### src/logic/goc_consts.svh
// register offsets, field positions, reset values and source codes
// for the output control block; definitions only
`ifndef GOC_CONSTS_SVH
`define GOC_CONSTS_SVH

`define GOC_ADDR_W 8
`define GOC_DATA_W 8
`define GOC_SEL_W 5

`define GOC_OFS_LEVEL 8'h56
`define GOC_OFS_POLARITY 8'h57
`define GOC_OFS_DIE_ID 8'h58

`define GOC_RST_LEVEL 8'h00
`define GOC_RST_POLARITY 8'h00

`define GOC_BIT_SERIAL 5
`define GOC_BIT_MUTE 4

`define GOC_SRC_REGISTER 5'h02
`define GOC_SRC_OFFSET_CAL 5'h15
`define GOC_SRC_BOOT_DONE 5'h1a

// arbitrary neutral identification value
`define GOC_DIE_ID_DEFAULT 8'h5a

`endif

### src/logic/goc_pkg.sv
// types shared by the output control block
// assumes goc_consts.svh is on the include path
`include "goc_consts.svh"

package goc_pkg;

  typedef logic [`GOC_SEL_W-1:0] goc_src_t;
  typedef logic [`GOC_DATA_W-1:0] goc_byte_t;
  typedef logic [`GOC_ADDR_W-1:0] goc_addr_t;

endpackage : goc_pkg

### src/logic/goc_pin_drive.sv
// one output pin: source selection followed by polarity inversion
// assumes select code and flags come from logic on the same clock
`timescale 1ns/10ps
`include "goc_consts.svh"

module goc_pin_drive
  import goc_pkg::*;
(
  // clock and reset
  input wire logic mclk,
  input wire logic nrst,
  // selection and control bits
  input wire goc_src_t sel,
  input wire logic level_bit,
  input wire logic invert_bit,
  // internal flags
  input wire logic boot_done_flag,
  input wire logic offset_cal_flag,
  // pin level
  output logic pin_q
);

  logic selected;
  logic next_pin_q;

  always_comb begin
    unique case (sel)
      `GOC_SRC_REGISTER: selected = level_bit;
      `GOC_SRC_OFFSET_CAL: selected = offset_cal_flag;
      `GOC_SRC_BOOT_DONE: selected = boot_done_flag;
      // codes outside this block's reach select zero, so the pin drives the invert bit
      default: selected = 1'b0;
    endcase
    next_pin_q = selected ^ invert_bit;
  end

  always_ff @(posedge mclk or negedge nrst) begin
    if (!nrst) begin
      pin_q <= 1'b0;
    end else begin
      pin_q <= next_pin_q;
    end
  end

endmodule : goc_pin_drive

### src/logic/goc_output_control.sv
// output control: level and polarity registers, die identification,
// and drive of the serial data out pin and the mute output
// holds no state beyond the two control registers, the read answer and the per-pin output flops
// assumes the register port and source selects are synchronous to mclk
// assumes the boot-done and calibration flags come from logic on mclk,
// so they reach the pin muxes without a synchroniser
`timescale 1ns/10ps
`include "goc_consts.svh"

module goc_output_control
  import goc_pkg::*;
#(
  parameter goc_byte_t DIE_ID = `GOC_DIE_ID_DEFAULT,
  parameter int NUM_PINS = 2
)
(
  // clock and reset
  input wire logic mclk,
  input wire logic nrst,
  // register address and write data
  input wire goc_addr_t reg_addr,
  input wire goc_byte_t reg_wdata,
  // register strobes
  input wire logic reg_wr,
  input wire logic reg_rd,
  // register read answer
  output goc_byte_t reg_rdata,
  output logic reg_rvalid,
  // source selections held elsewhere
  input wire goc_src_t serial_out_source_select,
  input wire goc_src_t mute_source_select,
  // internal flags
  input wire logic boot_done_flag,
  input wire logic offset_cal_flag,
  // pins
  output logic serial_data_out_pin,
  output logic mute_out
);

  // control registers
  goc_byte_t output_level_control;
  goc_byte_t output_polarity_control;
  goc_byte_t next_output_level_control;
  goc_byte_t next_output_polarity_control;

  // write strobes, one per writable register
  logic level_wr_en;
  logic polarity_wr_en;

  // read path
  goc_byte_t next_reg_rdata;
  logic next_reg_rvalid;
  goc_byte_t read_mux;

  // per-pin wiring
  goc_src_t pin_sel [NUM_PINS];
  logic pin_level [NUM_PINS];
  logic pin_invert [NUM_PINS];
  logic pin_drive [NUM_PINS];

  // serial pin control bits
  logic serial_out_pin_level;
  logic serial_out_pin_invert;

  // mute output control bits
  logic mute_level;
  logic mute_invert;

  // read-only identification; the write decode drops writes to it
  goc_byte_t die_ident_value;

  assign die_ident_value = DIE_ID;

  assign serial_out_pin_level = output_level_control[`GOC_BIT_SERIAL];
  assign mute_level = output_level_control[`GOC_BIT_MUTE];
  assign serial_out_pin_invert = output_polarity_control[`GOC_BIT_SERIAL];
  assign mute_invert = output_polarity_control[`GOC_BIT_MUTE];

  // write decode; the die id and unmapped addresses fall through,
  // so a stray write never disturbs the pin controls
  always_comb begin
    level_wr_en = 1'b0;
    polarity_wr_en = 1'b0;
    if (reg_wr) begin
      unique case (reg_addr)
        `GOC_OFS_LEVEL: begin
          level_wr_en = 1'b1;
        end
        `GOC_OFS_POLARITY: begin
          polarity_wr_en = 1'b1;
        end
        // die id is read only, other addresses ignored
        default: begin
        end
      endcase
    end
  end

  // level register, reset 0
  // reserved bits are kept as plain storage and read back
  // a write takes the whole byte; no field is masked
  always_comb begin
    next_output_level_control = output_level_control;
    if (level_wr_en) begin
      next_output_level_control = reg_wdata;
    end
  end

  always_ff @(posedge mclk or negedge nrst) begin
    if (!nrst) begin
      output_level_control <= `GOC_RST_LEVEL;
    end else begin
      output_level_control <= next_output_level_control;
    end
  end

  // polarity register, reset 0
  // inversion applies to whatever source a pin has selected
  always_comb begin
    next_output_polarity_control = output_polarity_control;
    if (polarity_wr_en) begin
      next_output_polarity_control = reg_wdata;
    end
  end

  always_ff @(posedge mclk or negedge nrst) begin
    if (!nrst) begin
      output_polarity_control <= `GOC_RST_POLARITY;
    end else begin
      output_polarity_control <= next_output_polarity_control;
    end
  end

  // register reads; unmapped addresses read as zero
  always_comb begin
    unique case (reg_addr)
      `GOC_OFS_LEVEL: read_mux = output_level_control;
      `GOC_OFS_POLARITY: read_mux = output_polarity_control;
      `GOC_OFS_DIE_ID: read_mux = die_ident_value;
      default: read_mux = 8'h00;
    endcase
  end

  // a read in the same cycle as a write returns the old value, since
  // the mux looks at the registers before the write lands
  always_comb begin
    next_reg_rdata = reg_rdata;
    // data holds between reads so a slow reader can sample late
    if (reg_rd) begin
      next_reg_rdata = read_mux;
    end
  end

  // read data resets to zero so it is defined before the first read
  always_ff @(posedge mclk or negedge nrst) begin
    if (!nrst) begin
      reg_rdata <= 8'h00;
    end else begin
      reg_rdata <= next_reg_rdata;
    end
  end

  // valid marks the single cycle in which fresh read data appears
  always_comb begin
    next_reg_rvalid = reg_rd;
  end

  always_ff @(posedge mclk or negedge nrst) begin
    if (!nrst) begin
      reg_rvalid <= 1'b0;
    end else begin
      reg_rvalid <= next_reg_rvalid;
    end
  end

  // NUM_PINS sizes the arrays and the driver loop; the two pin assignments below are
  // fixed, so a wider build needs more sources wired in
  // pin 0 is the serial data out pin
  assign pin_sel[0] = serial_out_source_select;
  assign pin_level[0] = serial_out_pin_level;
  assign pin_invert[0] = serial_out_pin_invert;

  // pin 1 is the mute output
  assign pin_sel[1] = mute_source_select;
  assign pin_level[1] = mute_level;
  assign pin_invert[1] = mute_invert;

  // one registered driver per pin, so the pins never glitch on a
  // select change and the top outputs come straight from flops;
  // a register write shows at the pins one clock after it lands
  for (genvar i = 0; i < NUM_PINS; i++) begin : g_pin
    goc_pin_drive u_drive (
      .mclk(mclk),
      .nrst(nrst),
      .sel(pin_sel[i]),
      .level_bit(pin_level[i]),
      .invert_bit(pin_invert[i]),
      .boot_done_flag(boot_done_flag),
      .offset_cal_flag(offset_cal_flag),
      .pin_q(pin_drive[i])
    );
  end

  // top outputs taken straight from the per-pin flops
  assign serial_data_out_pin = pin_drive[0];
  assign mute_out = pin_drive[1];

endmodule : goc_output_control

### config.mk
export PLATFORM = sky130hd
export DESIGN_NAME = goc_output_control
export DESIGN_NICKNAME = d
export VERILOG_FILES = /design/src/logic/goc_pkg.sv /design/src/logic/goc_pin_drive.sv /design/src/logic/goc_output_control.sv
export VERILOG_INCLUDE_DIRS = /design/src /design/src/logic
export SDC_FILE = /design/constraint.sdc
export NUM_CORES = 1
export LEC_CHECK = 0
export ABC_CLOCK_PERIOD_IN_PS = 1300
export BUFFER_PORTS_ARGS = -buffer_cell sky130_fd_sc_hd__buf_4
export CAP_MARGIN = 15
export CORE_ASPECT_RATIO = 0.8
export CORE_MARGIN = 1
export CORE_UTILIZATION = 40
export DETAILED_ROUTE_END_ITERATION = 10
export PLACE_DENSITY = 0.66
export SYNTH_ARGS = -nofsm -noshare
export SYNTH_HDL_FRONTEND = slang
export SYNTH_SLANG_ARGS = --single-unit
### constraint.sdc
create_clock -name mclk -period 1.3 [get_ports mclk]
set_clock_uncertainty 0.1 [all_clocks]
set_input_delay 0 -clock mclk [delete_from_list [all_inputs] [get_ports mclk]]
set_output_delay 0 -clock mclk [all_outputs]
set_load 0.03 [all_outputs]
==> Word level (Yosys, flattened, before mapping) <==
Cells that the tools add are included.
{ "word_totals": {"latchBits": 0, "output_inout_bits": 11, "n_memories": 0, "reg_bits": 27, "ramBits": 0, "word_cells": 24, "romBits": 0, "inputBits": 32} }
{ "op_classes": {"n_mul": 0, "bitwise": 2, "muxes": 7, "n_lt_le_gt_ge": 0, "n_eq_ne": 9, "shift": 0, "reduce_logical": 0, "div_mod_pow": 0, "n_addsub": 0} }
{ "ops": {"columns": ["op", "count"], "rows": [
  ["8-bit by 7-bit == test with 1-bit output (second input constant)", 3],
  ["8-bit case mux with 3 select lines", 1],
  ["5-bit == test (second input constant)", 4],
  ["5-bit by 2-bit == test with 1-bit output (second input constant)", 2],
  ["1-bit case mux with 3 select lines", 2],
  ["1-bit two-way mux", 4],
  ["1-bit XOR", 2]
]} }

==> Logic depth before layout (Yosys ltp) <==
{ "logic_depth": {"ltp_word": 3, "ltp_mapped": 5} }

==> Hierarchy <==
Synthesis repeated with hierarchy kept, for this count alone.
{ "unflattened": {"cells_unflattened": 106, "hier_area_um2": 1321.3} }
{ "modules_own_cells": {"columns": ["mod", "n_inst", "cells_each", "area_each_um2"], "rows": [
  ["goc_output_control", 1, 84, 1138.6],
  ["goc_pin_drive", 2, 11, 91.3]
]} }

==> Worst setup path before layout <==
No wires, ideal clock.
{ "synth_path": {"path_type": "input port to flip-flop", "from": "input reg_addr[7]", "to": "register output_level_control[0]", "t_arrival_ps": 1128, "required_ps": 1075, "path_stages": 4, "slack_ps": -53, "setup_ps": 125, "cell_sequence": "and4bb_2 nand2_4 nor3b_4 mux2_2"} }
{ "synth_between": {"elab_chain_len": 3} }
{ "synth_lines": {"columns": ["element", "line", "rtl"], "rows": [
  ["start, declared", "goc_output_control.sv:21", "input wire goc_addr_t reg_addr,"],
  ["8-bit by 7-bit == test with 1-bit output", "goc_output_control.sv:85", "unique case (reg_addr)"],
  ["1-bit two-way mux", "goc_output_control.sv:85", null],
  ["1-bit two-way mux", "goc_output_control.sv:84", "if (reg_wr) begin"],
  ["end signal, assigned", "goc_output_control.sv:111", "output_level_control <= `GOC_RST_LEVEL;"],
  ["end signal, assigned", "goc_output_control.sv:113", "output_level_control <= next_output_level_control;"],
  ["end, declared", "goc_output_control.sv:41", "goc_byte_t output_level_control;"]
]} }
No other way between the ends.
A chain may end at the register's enable or synchronous reset.

==> Worst setup path in the final report <==
{ "layout_path": {"from": "input mute_source_select[1]", "to": "register g_pin[1].u_drive.pin_q"} }
{ "layout_between": {"elab_chain_len": 3, "elab_cells_between_ends": 5} }
{ "layout_lines": {"columns": ["element", "line", "rtl"], "rows": [
  ["start, declared", "goc_output_control.sv:31", "input wire goc_src_t mute_source_select,"],
  ["5-bit == test or 5-bit by 2-bit == test with 1-bit output (tied branches)", "goc_pin_drive.sv:27", "unique case (sel)"],
  ["1-bit case mux with 3 select lines *", "goc_pin_drive.sv:27", null],
  ["1-bit XOR *", "goc_pin_drive.sv:34", "next_pin_q = selected ^ invert_bit;"],
  ["named net g_pin[1].u_drive.next_pin_q", "goc_pin_drive.sv:24", "logic next_pin_q;"],
  ["end signal, assigned", "goc_pin_drive.sv:41", "pin_q <= next_pin_q;"],
  ["end, declared", "goc_pin_drive.sv:20", "output logic pin_q"]
]} }
Mark *: on every way through the listed nets, which the timed path passes. The rest lies on a longest branch.

==> results.json <==
{
  "synthAdderAreaFrac_pct": 0,
  "via_per_inst": 4.93,
  "yosysTopAreaCellShare_pct": 53.6,
  "yosys_warnings": 0,
  "fin_area_sq_um": 1820,
  "synthTopCellsByCount": "dfrtp_1, mux2_2, inv_1, o22ai_1, nand2_1",
  "hp-class": "in -> reg",
  "drt_wl_total_mm": 2.63,
  "status": "complete, no violations",
  "slew_violations": 0,
  "rr_endpoint": "reg_rdata[4]",
  "dr.pass1.iters": 4,
  "core_sq_um": 2870,
  "drtIter0Drc": 26,
  "ys_seq_area_share_pct": 53.6,
  "yosysMostFrequentCell": "dfrtp_1",
  "timing.rr.start": "output_polarity_control[4]",
  "final_antenna_net_count": 0,
  "synth_seq_cells": 27,
  "syn_to_final_growth_pct": 44.3,
  "gr-usage-met1_pct": 22.9,
  "drt-wirelength-per-cell_um": 13.1,
  "antenna_cells": 0,
  "cts_tree": "done",
  "hold_slack_ns": 0.00197,
  "maxCapViolations": 0,
  "hpwlAfterDp_mm": 1.91,
  "clk_path_buf_depth": 2,
  "start_kind": "primary input",
  "dieArea_sq_um": 3380,
  "synth_top_family_by_area": "multiplexers",
  "worstHoldStart": "serial_out_source_select[4]",
  "portBuffers": 42,
  "synth_compound_area_share_pct": 8.14,
  "antenna_found_initial": 0,
  "leakage_uw": 0.000913,
  "rsz0062_at_grt": "no",
  "drc": 0,
  "slowest_delay_ns": 0.54,
  "grt_pass1_vias": 970,
  "synthCells": 101,
  "critPathMaxFanout": 2,
  "ctsRootBufferMaster": "clkbuf_8",
  "setup_viol": 0,
  "relSlewSlack_pct": 77.7,
  "hold_depth": 4,
  "num_rows": 17,
  "clk_pin_slew_worst_paths_ns": 0.10,
  "die_h_um": 52.2,
  "clkSinkCount": 27,
  "clock.fmax_mhz": 849,
  "min_period_over_period_pct": 90.6,
  "async_flop_share_pct": 100,
  "synthSimpleGateAreaFrac_pct": 11.7,
  "busiest_layer": "met2",
  "cp_slowest_cell": "dlygate4sd3_1",
  "synthXorXnorAreaFrac_pct": 1.39,
  "worstHoldEndpoint": "g_pin[0].u_drive.pin_q",
  "grt_overflow": 0,
  "synthFlopType": "dfrtp_1",
  "worst_slew_pin_slew_ns": 0.334,
  "cts_buffers": 3,
  "worstPathArrival_ns": 1.26,
  "die_x_um": 64.8,
  "r2r_setup_slack_ns": 0.17,
  "ys_types": 27,
  "crit_family": "buffers and inverters",
  "drive_gt1_share_pct": 50.0,
  "synthMuxAreaShare_pct": 21.4,
  "grt.total_usage_pct": 17.8,
  "initial_utilization_pct": 43.9,
  "htreeDepth": 1,
  "avgSynthCellArea_sq_um": 12.5,
  "crit_type": "in -> reg",
  "ys_top_cells_by_area": "dfrtp_1, mux2_2, o22ai_1, inv_1, a21oi_1",
  "syn_nets": 133,
  "hold_violations": 0,
  "powerDensity_nw_per_um2": 892,
  "grt.met2_usage_pct": 30.7,
  "cp.required_ns": 1.38,
  "via_count": 986,
  "post_dp_cell_area_sq_um": 1660,
  "grt_pass1_wl_mm": 4.44,
  "finish.net_count": 195,
  "syn_area_sq_um": 1260,
  "finalWeightedCongestion": 0.767,
  "crit_chain": "dlygate4sd3_1 > buf_4 > nand4b_1 > nor3b_1 > a31oi_1 > xnor2_1",
  "period_minus_slack_ns": 1.18,
  "grt_start_max_net_pins": 28,
  "vdd_drop_max_v": 0.000666,
  "tns_ns": 0,
  "synth_top_area_cell": "dfrtp_1",
  "clk_latency_ns": 0.28,
  "grtUsageMet3_pct": 4.57,
  "cts_resized": 0,
  "synth_enable_flop_cells": 0,
  "end_kind": "register",
  "boundaryPins": 43,
  "rr_worst_depth": 3,
  "p_total_uw": 1620,
  "path_buf_inv": 2
}
## power breakdown
| group | internal, uW | total [uW] | switching, uW |
|---|---|---|---|
| Sequential | 869 | 885 | 15.5 |
| Combinational | 142 | 238 | 95.6 |
| Clock | 218 | 499 | 281 |
| Total | 1230 | 1620 | 392 |
## cells in the final DEF, fill, tap and decap left out
| cell | instances |
|---|---|
| buf_4 | 49 |
| dfrtp_1 | 27 |
| mux2_2 | 24 |
| dlygate4sd3_1 | 11 |
| inv_1 | 8 |
| o22ai_1 | 8 |
| nand2_1 | 5 |
| a21oi_1 | 4 |
| nor2_1 | 3 |
| clkbuf_8 | 3 |
| nor3b_1 | 2 |
| a31oi_1 | 2 |
| nor4bb_1 | 1 |
| a21o_1 | 1 |
| a22oi_1 | 1 |
| xor2_1 | 1 |
| nand2b_1 | 1 |
| nand3_1 | 1 |
| o21ai_0 | 1 |
| nand4b_1 | 1 |
| xnor2_1 | 1 |
| and3b_1 | 1 |
| nor4b_1 | 1 |
| and4bb_2 | 1 |
| nand2_4 | 1 |
| nor3b_4 | 1 |
| nand4_2 | 1 |
| clkinvlp_4 | 1 |
## tightest hold or removal path, delay by kind of cell
kind,cells,cell delay (ns)
buf+inv,1,0.09
simple gates,1,0.11
compound gates,1,0.07
xor+xnor,1,0.07
## layer usage
metal / part of all wire (%) / wire length (um)
met3: 4.1 / 109
met4: 0.72 / 19
met1: 47 / 1250
met2: 48 / 1250
met5: 0 / 0
## what timing repair did
| action | in CTS | in global routing |
|---|---|---|
| hold buffers | 11 | 0 |
| hold endpoints to repair | 53 | 0 |
| buffers inserted | 0 | 0 |
## area by class of cell
cell class | instances | area (sq um)
flip-flops and latches | 27 | 676
clock inverters | 1 | 7.51
inverters | 8 | 30.0
multi-input cells | 63 | 538
clock buffers | 3 | 41.3
repair buffers | 60 | 478
fillers | 234 | 1050
well taps | 38 | 47.5
## cell families (layout without fill, tap and decap cells)
kind of cell | Yosys count | count (layout)
and+or+nand+nor | 20 | 20
buffers and inverters | 11 | 72
DFF | 27 | 27
muxes | 24 | 24
xor gates and xnor gates | 2 | 2
AOI/OAI and AO/OA | 17 | 17
## through the flow
step	setup slack (ns)	util (%)	instances
2_1_floorplan	-0.0353	-	101
3_3_place_gp	-0.136	57.8	185
3_5_place_dp	-0.153	57.8	185
4_1_cts	0.135	63.3	200
5_1_grt	0.0441	63.3	200
6_report	0.122	63.3	200
## state kept, by name (all words and copies together), names as in the netlist
register and cells:
reg_rdata 8, reg_rvalid 1, output_polarity_control 8, output_level_control 8, g_pin.u_drive.pin_q 2
## worst max-delay path by stage
stage / depth (start not counted) / to / from / slack (ns)
floorplan: 4 / output_level_control[0] / reg_addr[7] / -0.04
global placement: 5 / output_polarity_control[5] / reg_addr[7] / -0.14
detailed placement: 5 / output_polarity_control[3] / reg_addr[7] / -0.15
CTS: 6 / g_pin[1].u_drive.pin_q / mute_source_select[1] / 0.14
global route: 6 / g_pin[1].u_drive.pin_q / mute_source_select[1] / 0.04
finish: 6 / g_pin[1].u_drive.pin_q / mute_source_select[1] / 0.12
(Power assumes the default switching activity.)
